--- src/rtl/slc_pkg.sv ---
// Shared constants for the serial link output control block and its controller.
package slc_pkg;
  localparam int ADDR_W = 12;
  localparam int DATA_W = 8;

  // Device register offsets.
  localparam logic [11:0] LSB_CONTROL_OUTPUT_OFS = 12'h160;
  localparam logic [11:0] LINK_ENABLE_OFS = 12'h200;
  localparam logic [11:0] OUTPUT_MODE_OFS = 12'h201;
  localparam logic [11:0] MULTIFRAME_LENGTH_OFS = 12'h202;
  localparam logic [11:0] MANUAL_SYNC_REQUEST_OFS = 12'h203;
  localparam logic [11:0] LINK_CONTROL_OFS = 12'h204;
  localparam logic [11:0] TEST_PATTERN_OFS = 12'h205;
  localparam logic [11:0] DEVICE_ID_PARAM_OFS = 12'h206;
  localparam logic [11:0] FRAME_CHARACTER_OFS = 12'h207;
  localparam logic [11:0] LINK_SYSTEM_STATUS_OFS = 12'h208;
  localparam logic [11:0] CHANNEL_POWER_DOWN_OFS = 12'h209;
  localparam logic [11:0] EXTRA_LANES_LINK_A_OFS = 12'h20A;
  localparam logic [11:0] EXTRA_LANES_LINK_B_OFS = 12'h20B;
  localparam logic [11:0] CAL_MARKER_ENABLE_OFS = 12'h0F0;

  // Device reset values.
  localparam logic [7:0] LSB_CONTROL_OUTPUT_RST = 8'h00;
  localparam logic [7:0] LINK_ENABLE_RST = 8'h01;
  localparam logic [7:0] OUTPUT_MODE_RST = 8'h02;
  localparam logic [7:0] MULTIFRAME_LENGTH_RST = 8'h1F;
  localparam logic [7:0] MANUAL_SYNC_REQUEST_RST = 8'h01;
  localparam logic [7:0] LINK_CONTROL_RST = 8'h02;
  localparam logic [7:0] ZERO_RST = 8'h00;

  // Field positions.
  localparam int LINK_ENABLE_BIT = 0;
  localparam int MARKER_ENABLE_BIT = 0;
  localparam int CAL_ENABLE_BIT = 0;
  localparam int MARKER_RX_ENABLE_BIT = 1;
  localparam int FIELD5_W = 5;
  localparam int CAL_STATE_ENABLE_BIT = 2;
  localparam logic [1:0] ILA_CONTROL_BITS = 2'h0;

  // Controller register offsets on APB.
  localparam logic [7:0] CTL_COMMAND_OFS = 8'h00;
  localparam logic [7:0] CTL_STATUS_OFS = 8'h04;
  localparam int CMD_ADDR_LSB = 0;
  localparam int CMD_WDATA_LSB = 16;
  localparam int CMD_WRITE_BIT = 31;
  localparam int ST_BUSY_BIT = 0;
  localparam int ST_REFUSED_BIT = 1;
  localparam int ST_LINK_BIT = 2;
  localparam int ST_CAL_BIT = 3;
  localparam int ST_RDATA_LSB = 8;
  localparam logic [4:0] MF_LEN_MIN = 5'h03;

  typedef enum logic [1:0] {
    SLC_IDLE,
    SLC_WAIT_ACK,
    SLC_DONE
  } slc_ctl_state_e;
endpackage : slc_pkg

--- src/rtl/slc_cfg_if.sv ---
// Configuration link between the link controller and the output device.
`timescale 1ns/1ps
interface slc_cfg_if;
  logic req;
  logic write;
  logic [11:0] addr;
  logic [7:0] wdata;
  logic [7:0] rdata;
  logic ack;

  modport dev (
    input req,
    input write,
    input addr,
    input wdata,
    output rdata,
    output ack
  );

  modport ctl (
    output req,
    output write,
    output addr,
    output wdata,
    input rdata,
    input ack
  );
endinterface : slc_cfg_if

--- src/rtl/slc_device.sv ---
// Serial link output device: configuration registers and transport path.
//
// How it works
// - Marker enable puts timestamp on sample LSB.
// - Marker beats calibration state for the LSB.
// - Software must also enable the marker receiver.
// - Marker delay equals sample path delay.
// - Control bits field in alignment sequence is zero.
// - Software clears link enable before reconfiguring.
// - Disabled link: reset, serializers off, clocks gated.
// - Disabled link holds multiframe counter in reset.
// - Set calibration enable before link enable.
// - Clear link enable before calibration enable.
// - Output mode is five bits, upper bits reserved.
// - Mode changes only with link and calibration off.
// - Multiframe field is frames minus one, reset 31.
// - Software programs only mode-legal multiframe lengths; controller only checks field >= 3.
// - Multiframe length changes only while link disabled.
//
// Register access over APB was chosen for this implementation.
`timescale 1ns/1ps
module slc_device (
  input wire logic clock_in,
  input wire logic reset_in,
  slc_cfg_if.dev cfg,
  input wire logic [slc_pkg::DATA_W-1:0] sample_in,
  input wire logic sample_valid_in,
  input wire logic timestamp_in,
  input wire logic sysref_in,
  input wire logic cal_state_in,
  output logic [slc_pkg::DATA_W-1:0] lane_data_out,
  output logic lane_valid_out,
  output logic link_reset_out,
  output logic serializer_power_down_out,
  output logic link_clock_enable_out,
  output logic lmfc_boundary_out,
  output logic [slc_pkg::FIELD5_W-1:0] output_mode_out,
  output logic [1:0] ila_control_bits_out,
  output logic cal_enable_out,
  output logic marker_input_receiver_enable_out
);
  import slc_pkg::*;

  logic [7:0] lsb_control_output_reg;
  logic [7:0] link_enable_reg;
  logic [4:0] output_mode_select;
  logic [4:0] frames_per_multiframe_m1;
  logic [7:0] manual_sync_request_reg;
  logic [7:0] link_control_reg;
  logic [7:0] test_pattern_reg;
  logic [7:0] device_id_param_reg;
  logic [7:0] frame_character_reg;
  logic [7:0] channel_power_down_reg;
  logic [7:0] extra_lanes_link_a_reg;
  logic [7:0] extra_lanes_link_b_reg;
  logic [7:0] cal_marker_enable_reg;
  logic link_enable;
  logic cfg_write;
  logic ack;
  logic [7:0] rdata;
  logic ts_sync1;
  logic ts_sync2;
  logic sysref_sync1;
  logic sysref_sync2;
  logic sysref_last;
  logic [4:0] lmfc_count;
  logic [4:0] next_lmfc_count;
  logic [DATA_W-1:0] sample_d1;
  logic [DATA_W-1:0] sample_d2;
  logic [1:0] valid_pipe;
  logic [1:0] cal_pipe;
  logic lsb_bit;

  assign link_enable = link_enable_reg[LINK_ENABLE_BIT];
  assign cfg_write = cfg.req && !ack && cfg.write;

  // Read decode; unmapped offsets read as zero.
  function automatic logic [7:0] read_reg(input logic [11:0] a);
    if (a == LSB_CONTROL_OUTPUT_OFS) begin
      return lsb_control_output_reg;
    end else if (a == LINK_ENABLE_OFS) begin
      return link_enable_reg;
    end else if (a == OUTPUT_MODE_OFS) begin
      return {3'h0, output_mode_select};
    end else if (a == MULTIFRAME_LENGTH_OFS) begin
      return {3'h0, frames_per_multiframe_m1};
    end else if (a == MANUAL_SYNC_REQUEST_OFS) begin
      return manual_sync_request_reg;
    end else if (a == LINK_CONTROL_OFS) begin
      return link_control_reg;
    end else if (a == TEST_PATTERN_OFS) begin
      return test_pattern_reg;
    end else if (a == DEVICE_ID_PARAM_OFS) begin
      return device_id_param_reg;
    end else if (a == FRAME_CHARACTER_OFS) begin
      return frame_character_reg;
    end else if (a == LINK_SYSTEM_STATUS_OFS) begin
      return {3'h0, lmfc_count == 5'h00, link_clock_enable_out,
        cal_marker_enable_reg[MARKER_RX_ENABLE_BIT],
        cal_marker_enable_reg[CAL_ENABLE_BIT], link_enable};
    end else if (a == CHANNEL_POWER_DOWN_OFS) begin
      return channel_power_down_reg;
    end else if (a == EXTRA_LANES_LINK_A_OFS) begin
      return extra_lanes_link_a_reg;
    end else if (a == EXTRA_LANES_LINK_B_OFS) begin
      return extra_lanes_link_b_reg;
    end else if (a == CAL_MARKER_ENABLE_OFS) begin
      return cal_marker_enable_reg;
    end else begin
      return 8'h00;
    end
  endfunction

  // Each request is answered one cycle after it is seen, then ack drops.
  always_ff @(posedge clock_in) begin
    if (reset_in) begin
      ack <= 1'b0;
      rdata <= 8'h00;
    end else begin
      ack <= cfg.req && !ack;
      if (cfg.req && !ack && !cfg.write) begin
        rdata <= read_reg(cfg.addr);
      end
    end
  end

  assign cfg.ack = ack;
  assign cfg.rdata = rdata;

  // Register writes. The device does not police write ordering; it trusts
  // the controller to keep the enable sequence.
  always_ff @(posedge clock_in) begin
    if (reset_in) begin
      lsb_control_output_reg <= LSB_CONTROL_OUTPUT_RST;
      link_enable_reg <= LINK_ENABLE_RST;
      output_mode_select <= OUTPUT_MODE_RST[4:0];
      frames_per_multiframe_m1 <= MULTIFRAME_LENGTH_RST[4:0];
      manual_sync_request_reg <= MANUAL_SYNC_REQUEST_RST;
      link_control_reg <= LINK_CONTROL_RST;
      test_pattern_reg <= ZERO_RST;
      device_id_param_reg <= ZERO_RST;
      frame_character_reg <= ZERO_RST;
      channel_power_down_reg <= ZERO_RST;
      extra_lanes_link_a_reg <= ZERO_RST;
      extra_lanes_link_b_reg <= ZERO_RST;
      cal_marker_enable_reg <= ZERO_RST;
    end else if (cfg_write) begin
      if (cfg.addr == LSB_CONTROL_OUTPUT_OFS) begin
        lsb_control_output_reg <= cfg.wdata;
      end else if (cfg.addr == LINK_ENABLE_OFS) begin
        link_enable_reg <= cfg.wdata;
      end else if (cfg.addr == OUTPUT_MODE_OFS) begin
        output_mode_select <= cfg.wdata[4:0];
      end else if (cfg.addr == MULTIFRAME_LENGTH_OFS) begin
        frames_per_multiframe_m1 <= cfg.wdata[4:0];
      end else if (cfg.addr == MANUAL_SYNC_REQUEST_OFS) begin
        manual_sync_request_reg <= cfg.wdata;
      end else if (cfg.addr == LINK_CONTROL_OFS) begin
        link_control_reg <= cfg.wdata;
      end else if (cfg.addr == TEST_PATTERN_OFS) begin
        test_pattern_reg <= cfg.wdata;
      end else if (cfg.addr == DEVICE_ID_PARAM_OFS) begin
        device_id_param_reg <= cfg.wdata;
      end else if (cfg.addr == FRAME_CHARACTER_OFS) begin
        frame_character_reg <= cfg.wdata;
      end else if (cfg.addr == CHANNEL_POWER_DOWN_OFS) begin
        channel_power_down_reg <= cfg.wdata;
      end else if (cfg.addr == EXTRA_LANES_LINK_A_OFS) begin
        extra_lanes_link_a_reg <= cfg.wdata;
      end else if (cfg.addr == EXTRA_LANES_LINK_B_OFS) begin
        extra_lanes_link_b_reg <= cfg.wdata;
      end else if (cfg.addr == CAL_MARKER_ENABLE_OFS) begin
        cal_marker_enable_reg <= cfg.wdata;
      end
    end
  end

  // Pin synchronisers for the marker and the alignment pulse.
  always_ff @(posedge clock_in) begin
    if (reset_in) begin
      ts_sync1 <= 1'b0;
      ts_sync2 <= 1'b0;
      sysref_sync1 <= 1'b0;
      sysref_sync2 <= 1'b0;
      sysref_last <= 1'b0;
    end else begin
      ts_sync1 <= timestamp_in;
      ts_sync2 <= ts_sync1;
      sysref_sync1 <= sysref_in;
      sysref_sync2 <= sysref_sync1;
      sysref_last <= sysref_sync2;
    end
  end

  // Multiframe counter; held at zero while the link is off so that an
  // alignment pulse arriving then cannot move it.
  always_comb begin
    if (!link_enable) begin
      next_lmfc_count = 5'h00;
    end else if (sysref_sync2 && !sysref_last) begin
      next_lmfc_count = 5'h00;
    end else if (lmfc_count == frames_per_multiframe_m1) begin
      next_lmfc_count = 5'h00;
    end else begin
      next_lmfc_count = lmfc_count + 5'h01;
    end
  end

  always_ff @(posedge clock_in) begin
    if (reset_in) begin
      lmfc_count <= 5'h00;
      lmfc_boundary_out <= 1'b0;
    end else begin
      lmfc_count <= next_lmfc_count;
      lmfc_boundary_out <= link_enable && next_lmfc_count == 5'h00;
    end
  end

  // Samples wait two cycles so that they meet the marker after its
  // synchroniser; both then leave through the same output register.
  always_ff @(posedge clock_in) begin
    if (reset_in) begin
      sample_d1 <= '0;
      sample_d2 <= '0;
      valid_pipe <= 2'h0;
      cal_pipe <= 2'h0;
    end else begin
      sample_d1 <= sample_in;
      sample_d2 <= sample_d1;
      valid_pipe <= {valid_pipe[0], sample_valid_in};
      cal_pipe <= {cal_pipe[0], cal_state_in};
    end
  end

  // A marker reaches the LSB only if its receiver is powered too.
  always_comb begin
    if (lsb_control_output_reg[MARKER_ENABLE_BIT]) begin
      lsb_bit = ts_sync2 &&
        cal_marker_enable_reg[MARKER_RX_ENABLE_BIT];
    end else if (link_control_reg[CAL_STATE_ENABLE_BIT]) begin
      lsb_bit = cal_pipe[1];
    end else begin
      lsb_bit = sample_d2[0];
    end
  end

  always_ff @(posedge clock_in) begin
    if (reset_in) begin
      lane_data_out <= '0;
      lane_valid_out <= 1'b0;
    end else if (!link_enable) begin
      lane_data_out <= '0;
      lane_valid_out <= 1'b0;
    end else begin
      lane_data_out <= {sample_d2[DATA_W-1:1], lsb_bit};
      lane_valid_out <= valid_pipe[1];
    end
  end

  always_ff @(posedge clock_in) begin
    if (reset_in) begin
      link_reset_out <= 1'b1;
      serializer_power_down_out <= 1'b1;
      link_clock_enable_out <= 1'b0;
      ila_control_bits_out <= ILA_CONTROL_BITS;
    end else begin
      link_reset_out <= !link_enable;
      serializer_power_down_out <= !link_enable;
      link_clock_enable_out <= link_enable;
      ila_control_bits_out <= ILA_CONTROL_BITS;
    end
  end

  assign output_mode_out = output_mode_select;
  assign cal_enable_out = cal_marker_enable_reg[CAL_ENABLE_BIT];
  assign marker_input_receiver_enable_out =
    cal_marker_enable_reg[MARKER_RX_ENABLE_BIT];
endmodule // slc_device

--- src/flat_wrapper.sv ---
// flat-port wrapper written by rule: the top's interface ports become plain ports
module slc_device_flat import slc_pkg::*;
  (clock_in, reset_in, sample_in, sample_valid_in, timestamp_in, sysref_in, cal_state_in, lane_data_out, lane_valid_out, link_reset_out, serializer_power_down_out, link_clock_enable_out, lmfc_boundary_out, output_mode_out, ila_control_bits_out, cal_enable_out, marker_input_receiver_enable_out, cfg_req, cfg_write, cfg_addr, cfg_wdata, cfg_rdata, cfg_ack);
  slc_cfg_if cfg_i ();
  input wire logic clock_in;
  input wire logic reset_in;
  input wire logic [slc_pkg::DATA_W-1:0] sample_in;
  input wire logic sample_valid_in;
  input wire logic timestamp_in;
  input wire logic sysref_in;
  input wire logic cal_state_in;
  output logic [slc_pkg::DATA_W-1:0] lane_data_out;
  output logic lane_valid_out;
  output logic link_reset_out;
  output logic serializer_power_down_out;
  output logic link_clock_enable_out;
  output logic lmfc_boundary_out;
  output logic [slc_pkg::FIELD5_W-1:0] output_mode_out;
  output logic [1:0] ila_control_bits_out;
  output logic cal_enable_out;
  output logic marker_input_receiver_enable_out;
  input wire logic [$bits(cfg_i.req)-1:0] cfg_req;
  input wire logic [$bits(cfg_i.write)-1:0] cfg_write;
  input wire logic [$bits(cfg_i.addr)-1:0] cfg_addr;
  input wire logic [$bits(cfg_i.wdata)-1:0] cfg_wdata;
  output wire logic [$bits(cfg_i.rdata)-1:0] cfg_rdata;
  output wire logic [$bits(cfg_i.ack)-1:0] cfg_ack;
  assign cfg_i.req = cfg_req;
  assign cfg_i.write = cfg_write;
  assign cfg_i.addr = cfg_addr;
  assign cfg_i.wdata = cfg_wdata;
  assign cfg_rdata = cfg_i.rdata;
  assign cfg_ack = cfg_i.ack;
  slc_device u_core (.clock_in(clock_in), .reset_in(reset_in), .cfg(cfg_i), .sample_in(sample_in), .sample_valid_in(sample_valid_in), .timestamp_in(timestamp_in), .sysref_in(sysref_in), .cal_state_in(cal_state_in), .lane_data_out(lane_data_out), .lane_valid_out(lane_valid_out), .link_reset_out(link_reset_out), .serializer_power_down_out(serializer_power_down_out), .link_clock_enable_out(link_clock_enable_out), .lmfc_boundary_out(lmfc_boundary_out), .output_mode_out(output_mode_out), .ila_control_bits_out(ila_control_bits_out), .cal_enable_out(cal_enable_out), .marker_input_receiver_enable_out(marker_input_receiver_enable_out));
endmodule
--- config.mk ---
export PLATFORM = sky130hd
export DESIGN_NAME = slc_device_flat
export DESIGN_NICKNAME = d
export VERILOG_FILES = /design/src/rtl/slc_pkg.sv /design/src/rtl/slc_cfg_if.sv /design/src/rtl/slc_device.sv /design/src/flat_wrapper.sv
export SDC_FILE = /design/constraint.sdc
export NUM_CORES = 1
export LEC_CHECK = 0
export BUFFER_PORTS_ARGS = -buffer_cell sky130_fd_sc_hd__buf_2
export CAP_MARGIN = 20
export CORE_AREA = 2 2 131 133
export CTS_CLUSTER_DIAMETER = 60
export DETAILED_ROUTE_END_ITERATION = 16
export DIE_AREA = 0 0 133 135
export GPL_TIMING_DRIVEN = 1
export PLACE_DENSITY = 0.59
export SYNTH_ARGS = -nofsm -noshare
export SYNTH_HDL_FRONTEND = slang
export SYNTH_SLANG_ARGS = --single-unit
export TNS_END_PERCENT = 1
--- constraint.sdc ---
create_clock -name clock_in -period 1.79 [get_ports clock_in]
set_input_delay 0.179 -clock clock_in [delete_from_list [all_inputs] [get_ports clock_in]]
set_output_delay 0.179 -clock clock_in [all_outputs]
set_load 0.02 [all_outputs]
==> After elaboration in Yosys (flattened, before gate mapping) <==
Index checks and enable logic that the tools add are counted.
W data, S select, Z words.
{ "totals": {"reg_bits": 149, "inputBits": 36, "output_inout_bits": 31, "wordCells": 104} }
{ "classes": {"n_addsub": 1, "eq_ne": 15, "mux": 19, "bitwise": 13, "reduce_logical": 26} }
{ "ops": {"columns": ["op", "n"], "rows": [
  ["$eq A12 B10 Y1 const B", 12],
  ["$mux W8", 14],
  ["$mux W5", 3],
  ["$reduce_and A14 Y1", 1],
  ["$not A1 Y1", 13],
  ["$reduce_and A13 Y1", 1],
  ["$eq A12 B8 Y1 const B", 1],
  ["$eq A12 B9 Y1 const B", 1],
  ["$reduce_and A12 Y1", 1],
  ["$reduce_and A11 Y1", 1],
  ["$logic_not A5 Y1", 2],
  ["$reduce_and A10 Y1", 1],
  ["$reduce_and A9 Y1", 1],
  ["$reduce_and A8 Y1", 1],
  ["$reduce_and A7 Y1", 1],
  ["$logic_and A1 B1 Y1", 6],
  ["$reduce_and A6 Y1", 1],
  ["$add A5 B1 Y5 const B", 1],
  ["$eq A5 B5 Y1", 1],
  ["$reduce_and A5 Y1", 1],
  ["$logic_not A1 Y1", 4],
  ["$reduce_and A4 Y1", 1],
  ["$reduce_and A3 Y1", 1],
  ["$mux W1", 2],
  ["other kinds (2)", 2]
]} }

==> Logic depth before layout (Yosys ltp) <==
Gate-level depths: netlist (run 1).
{ "logic_depth": {"ltp_word": 15, "ltp_mapped": 8, "depth_no_buf": 7} }

==> Worst setup path after synthesis (run 1) <==
OpenSTA, ideal clock, no wires.
{ "synth_path": {"path_kind": "input -> register", "startpoint": "input port cfg_addr[4]", "endpoint": "register u_core.extra_lanes_link_b_reg[0]", "setup_time_ps": 128, "arrival_time_ps": 1771, "t_required_ps": 1662, "path_slack_ps": -109, "path_stages": 5, "n_path_buf": 0, "path_cell_list": "or4_4 > nor4b_4 > nand3_2 > mux2i_1 > nor2_1"} }
{ "synth_via": {"elab_chain_cells": 3, "word_cells_on_any_way": 24, "classes_between": "eq/ne: 12; bitwise: 11; reduce/logical: 1"} }
{ "synth_lines": {"columns": ["element", "line_no", "rtl"], "rows": [
  ["start: declaration", "flat_wrapper.sv:24", "input wire logic [$bits(cfg_i.addr)-1:0] cfg_addr;"],
  ["$eq A12 B9 Y1, or another cell as far along", "slc_device.sv:148", "if (cfg.addr == LSB_CONTROL_OUTPUT_OFS) begin"],
  ["$not A1 Y1 (no source line)", null, null],
  ["$reduce_and A13 Y1 (no source line) *", null, null],
  ["end signal: assignment", "slc_device.sv:171", "extra_lanes_link_b_reg <= cfg.wdata;"],
  ["end: declaration", "slc_device.sv:55", "logic [7:0] extra_lanes_link_b_reg;"]
]} }
Every way passes the cells marked *; elsewhere a longest branch is shown, timed or not.
A chain may end at the register's enable or synchronous reset.

==> Worst setup path after layout (run 1) <==
{ "layout_path": {"startpoint": "register u_core.ack, in the netlist u_core.cfg.ack", "endpoint": "register u_core.device_id_param_reg[7]"} }
{ "layout_via": {"elab_chain_cells": 4} }
{ "layout_lines": {"columns": ["element", "line_no", "rtl"], "rows": [
  ["start: declaration", "slc_device.sv:59", "logic ack;"],
  ["start signal: assignment", "slc_device.sv:120", "ack <= cfg.req && !ack;"],
  ["$logic_not A1 Y1", "slc_device.sv:75", "assign cfg_write = cfg.req && !ack && cfg.write;"],
  ["$logic_and A1 B1 Y1 (2 in a row)", "slc_device.sv:75", null],
  ["$reduce_and A9 Y1 (no source line)", null, null],
  ["end signal: assignment", "slc_device.sv:163", "device_id_param_reg <= cfg.wdata;"],
  ["end: declaration", "slc_device.sv:51", "logic [7:0] device_id_param_reg;"]
]} }
No other way between the ends.

==> summary.txt, run 1 <==
Global route
  • Grt ovf: 0
  • First-pass GRT wire length: around 30,000 um
  • Vias in the first global route: between 5,000 and 6,000
  • GRT Total Usage: 21.9%
  • Pin count of the biggest net entering global routing: 68
  • Initial antenna violation count: 0

Detailed routing
  • Avg WL per Cell: 18.4 um
  • Via density: 5.42
  • Routed WL: 19,400 um
  • Residual DRC: 0
  • Antenna-violating nets left: 0
  • DRT Pass-1 Iters: 5
  • Vias: 5,720
  • DRT iter0 DRCs: 454

Hold path
  • Hold Crit Class: in -> reg

Clock tree
  • Clk Latency, worst-skew pair: around 0.44 ns
  • CTS buffer count: 17
  • H-Tree Level Count: 4
  • TritonCTS Sinks: approximately 150
  • Clock root buffer: clkbuf_16
  • Worst-path clk slew: 0.07 ns
  • TritonCTS clock tree: built
  • CTS max path bufs: 2

Placed design
  • Global placement routability congestion: 0.977
  • Hpwl dp: 13,800 um
  • Quantity of I/O buffers inserted on ports: 64
  • Place WS: -0.264 ns
  • Placed instance area: between 7000 and 8000 um2

Timing
  • WHS: 0.0222 ns
  • Period Utilization, post-route: 99.6%
  • Max-slew violation count: 0
  • Tmin final: approximately 1.8 ns
  • Hold Violations, Final: 0
  • Actual slew at the worst max-slew pin: 0.735 ns
  • Max Freq: 561 MHz
  • Endpoints failing setup: 0
  • RSZ-0062 raised after global routing: true
  • Worst setup margin: 0.00692 ns
  • Setup Skew: 0.00908 ns
  • Rel. slew slack: 50.8%

Synthesis
  • Top post-synthesis cells by area: dfxtp_1, mux2i_1, nor2_1, nor2b_1, a21oi_1
  • Register area share after synthesis: 45.8%
  • Distinct cells, synth: 65
  • Cell area after synthesis: 6510 um2
  • Most frequent cell after synthesis: dfxtp_1
  • Post-synth EDFFs: 0
  • Share of the synthesized area in the top cell type: between 40 and 50%
  • Ys Warns: 0
  • Flops & latches, synth: around 150
  • Post-synth top cells: dfxtp_1, nor2_1, mux2i_1
  • Avg Cell Area, Syn: 9.34 um2
  • Synthesized instance count: 697
  • Async SR Flop Fraction: 0%
  • Yosys top cell by area: dfxtp_1
  • Top FF cell, synth: dfxtp_1

Floorplanning
  • Initial core utilization: 39.7%
  • I/O Pins: 67
  • Die area: roughly 18,000 um2
  • Core Rows: 47
  • Placeable Area: about 16,000 um2
  • Width of the die: 133 um
  • Die Y-Extent: roughly 140 um

Final layout
  • Area grow syn2layout: 29.5%
  • FF+latch area: 2980 um2
  • Final instance area: 8430 um2
  • ANT cells: 0
  • Area of the multi-input gates: 3320 um2
  • Layout fillers: 1,507
  • Share of layout cells above drive strength 1: approximately a quarter
  • Nets: 861

Power and ir drop
  • Peak VDD IR: about 0.70 mV
  • Leakage: 3.76 nW
  • PD cells: 911 nW/um2

Setup path
  • Critical path type: reg -> reg
  • Worst Path Arrival: 2.10 ns
  • CP Launch Type: flop
  • Critical path fanouts, max: 8
  • Critical path capture point type: flop
  • WP data required: 2.11 ns

Run status
  • Status: complete, no violations

Flow run
  • Total of max-cap violations: 0
==> per-stage QoR <==
stage,power [mW],util [%],setup TNS [ns],cells
2_1_floorplan,3.79,-,-4.83,698
5_1_grt,7.93,51.4,-0.902,1056
6_report,7.68,51.4,0,1056
3_3_place_gp,4.04,45.8,-13.53,1001
4_1_cts,7.70,50.4,0,1045
3_5_place_dp,4.05,45.8,-14.96,1001
==> power by group <==
part / switching [mW] / leakage (nW) / internal, mW / total (mW)
registers: 0.0196 / 1.21 / 3.37 / 3.39
logic: 0.396 / 2.26 / 0.261 / 0.656
clock network: 1.72 / 0.300 / 1.91 / 3.64
==> cell type report <==
type / count / area share (%)
Sequential cell: 149 / 35.4
Multi-Input combinational cell: 483 / 39.3
Inverter: 8 / 0.356
Clock buffer: 17 / 5.05
Tap cell: 220 / 3.27
Clock inverter: 15 / 2.30
Timing Repair Buffer: 164 / 14.3
==> critical path: stages (launching register included) <==
cell	delay, ns
dfxtp_2	0.33
nand3b_1	0.25
a41oi_4	0.33
buf_12	0.19
buf_4	0.12
nand3_2	0.07
buf_4	0.17
mux2i_1	0.15
nor2_1	0.06
==> logic make-up (layout without fill, tap and decap cells) <==
| logic type | count (synthesis) | in the layout | share of synthesized area, % |
|---|---|---|---|
| buffers and inverters | 66 | 204 | 4.31 |
| adder cells (fa/ha/maj) | 2 | 2 | 0.384 |
| AO/OA/AOI/OAI | 126 | 126 | 13.4 |
| XOR/XNOR | 8 | 8 | 1.08 |
| flip-flops | 149 | 149 | 45.8 |
| AND/OR/NAND/NOR | 253 | 253 | 20.4 |
| other | 1 | 2 | 0.0576 |
| multiplexers | 92 | 92 | 14.5 |
==> path summary, 6_finish.rpt <==
path	startpoint	endpoint	depth (start not counted)	slack, ns
hold / removal	cfg_req	u_core.cfg.ack	2	0.02
setup / recovery	u_core.cfg.ack	u_core.device_id_param_reg[7]	8	0.007
setup reg to reg	u_core.cfg.ack	u_core.device_id_param_reg[7]	8	0.007
hold reg to reg	u_core.sample_d2[5]	u_core.lane_data_out[5]	1	0.43
==> layout by cell type (no fill, tap or decap), types with 7 or more instances in the layout <==
master         instances
a211oi_1               9
a21oi_1               34
a22oi_1               10
a31oi_1                8
and2_1                11
buf_2                 63
buf_4                 80
clkbuf_16             18
dfxtp_1              148
dlygate4sd3_1         12
inv_1                  8
mux2i_1               90
nand2_1               24
nand2b_1               7
nand3_1               17
nor2_1               112
nor2b_1               33
nor3_1                14
o21ai_0               14
==> routing by layer <==
metal,vias up,wire length (um),track usage (%)
met5,-,0,0
met4,0,570,9.62
met2,211,8940,35.2
met3,42,1220,5.48
met1,2755,8670,28.1
li1,2712,-,-
==> what timing repair did <==
item                                    in CTS  in global routing
resized for setup                            1                 10
cloned                                       0                  1
endpoints found under the setup margin       5                 58
pin swaps                                    0                  1
buffers inserted                             0                 10
hold buffers                                12                  0
hold endpoints to repair                    12                  0
(Power assumes the default switching activity.)
==> run 2: changes to the inputs <==
CORE_AREA = 2 2 140 142   (was 2 2 131 133)
DIE_AREA = 0 0 142 144   (was 0 0 133 135)
PLACE_DENSITY = not set   (was 0.59)
==> summary.txt, run 2 (synthesis results as in run 1) <==
Timing
  • Max-slew violation count: 0
  • Tmin final: 1.70 ns
  • Max Freq: 588 MHz
  • Period Utilization, post-route: 95.0%
  • Worst setup margin: roughly 0.090 ns
  • Rel. slew slack: 63.5%
  • RSZ-0062 raised after global routing: true
  • Setup Skew: 0.00675 ns
  • Actual slew at the worst max-slew pin: 0.546 ns
  • Hold Violations, Final: 0
  • Endpoints failing setup: 0

Floorplanning
  • Width of the die: roughly 140 um
  • I/O Pins: between 60 and 70
  • Die Y-Extent: 144 um
  • Placeable Area: 19,100 um2
  • Die area: 20,400 um2
  • Core Rows: 51
  • Initial core utilization: 34.1%

Setup path
  • WP data required: ~2.2 ns
  • Reg2reg start: u_core.lmfc_count[0]
  • Critical path depth: 8
  • Critical path type: in -> reg
  • Slowest-stage cell, CP: or4_4
  • Bufs and invs on worst path: 3
  • Critical path capture point type: flop
  • Critical path origin: cfg_addr[4]
  • CP delay by family, top: simple AND/OR/NAND/NOR gates
  • CP max stage delay: 0.58 ns
  • Critical path fanouts, max: 8
  • Top cell by count, worst path: buf_4
  • Worst flop-to-flop path endpoint: u_core.cfg.rdata[4]
  • Worst Path Arrival: roughly 2.1 ns
  • R2r setup slk: 0.10 ns
  • Worst reg-to-reg path cell count: 8
  • Worst setup path end: u_core.cfg.rdata[4]
  • Crit-path cells: buf_2 > or4_4 > nor4b_4 > buf_4 > a21boi_0 > buf_4 > a21oi_1 > o211ai_1
  • CP Launch Type: input port

Power and ir drop
  • PD cells: 899 nW/um2
  • Leakage: 3.75 nW
  • Peak VDD IR: 0.548 mV

Final layout
  • Area grow syn2layout: 28.6%
  • Layout fillers: 1,834
  • ANT cells: 0
  • Util after Layout: a little over two fifths
  • Commonest non-fill, non-tap cell in the layout: dfxtp_1
  • Nets: roughly 870
  • Most frequent cells in the layout: dfxtp_1, nor2_1, mux2i_1
  • Share of layout cells above drive strength 1: 25.0%

Clock tree
  • Worst-path clk slew: approximately 0.07 ns
  • CTS max path bufs: 2
  • H-Tree Level Count: 4
  • Clock root buffer: clkbuf_16
  • TritonCTS clock tree: built
  • CTS buffer count: 17
  • Number of setup buffers added after CTS: 0
  • TritonCTS Sinks: about 150
  • Clk Latency, worst-skew pair: 0.43 ns

Detailed routing
  • Routed WL: 19,200 um
  • Met1 Routed Length: 8820 um
  • DRT iter0 DRCs: ~380
  • Vias: 5,646
  • DRT Pass-1 Iters: 5
  • Via density: 5.24
  • Avg WL per Cell: between 15 and 20 um
  • Antenna-violating nets left: 0
  • WL met3: 943 um
  • Routed length on met2: between 8000 and 9000 um
  • Residual DRC: 0
  • Top routing layer in use: met4

Placed design
  • Global placement routability congestion: 0.919
  • Hpwl dp: 13,700 um
  • Quantity of I/O buffers inserted on ports: 64
  • Place WS: -0.306 ns

Global route
  • GRT Total Usage: 19.0%
  • Grt ovf: 0
  • First-pass GRT wire length: 29,500 um
  • Pin count of the biggest net entering global routing: 45
  • Vias in the first global route: 5,209
  • Initial antenna violation count: 0

Hold path
  • Hold Crit Class: in -> reg

Run status
  • Status: complete, no violations

Flow run
  • Total of max-cap violations: 0
## run 2: cell count changes in the layout (fill, tap and decap cells not counted), moves of 2 or more
cell      before  now
nand4_2        0    2
clkinv_8       5    1
inv_8          4    6
inv_12         2    0
clkinv_4       2    0
buf_6          2    0
inv_6          2    6
nand4_4        3    1
buf_4         80   88
## run 2: power breakdown
part | internal (mW) | total [mW] | switching, mW | leakage [nW]
clock | 1.86 | 3.49 | 1.63 | 0.284
combinational | 0.256 | 0.643 | 0.388 | 2.26
sequential | 3.37 | 3.39 | 0.0200 | 1.21
## run 2: cell type report
type                    instances  area [um2]  share of cell area (%)
inverters                       8        30.0                   0.359
well taps                     238         298                    3.56
multi-input cells             483        3290                    39.3
repair buffers                168        1200                    14.3
clock inverters                15         149                    1.78
clock buffers                  17         425                    5.08
flip-flops and latches        149        2980                    35.6
## run 2: worst min path at each step
stage	from	to	slack, ns	depth (start not counted)
2_1_floorplan	cfg_wdata[0]	u_core.link_enable_reg[0]	0.30	1
3_3_place_gp	sample_in[5]	u_core.sample_d1[5]	0.39	2
3_5_place_dp	sample_in[5]	u_core.sample_d1[5]	0.39	2
4_1_cts	cfg_req	u_core.cfg.ack	0.02	2
5_1_grt	cfg_req	u_core.cfg.ack	0.03	2
6_report	cfg_req	u_core.cfg.ack	0.04	2
## run 2: per-stage QoR
| step | std cells | hold slack, ns | TNS, ns | instance area (um2) | power [mW] |
|---|---|---|---|---|---|
| final | 1078 | 0.0355 | 0 | 8370 | 7.52 |
| after global routing | 1078 | 0.0313 | -0.0137 | 8370 | 7.76 |
| after CTS | 1078 | 0.0216 | 0 | 8340 | 7.56 |
| after detailed placement | 1034 | 0.393 | -16.94 | 7640 | 4.08 |
| after global placement | 1034 | 0.386 | -15.52 | 7640 | 4.07 |
| after floorplan | 698 | 0.297 | -4.83 | 6510 | 3.79 |
## run 2: repair_timing
action,in CTS,in global routing
gates resized for setup,1,3
hold endpoints to repair,12,0
hold buffers,12,0
setup endpoints to repair,1,2
## run 2: metal layers
metal | vias to the layer above | global-route usage, %
met5 | - | 0
met2 | 168 | 30.2
li1 | 2724 | -
met1 | 2719 | 25.3
met4 | 0 | 7.53
met3 | 35 | 3.91
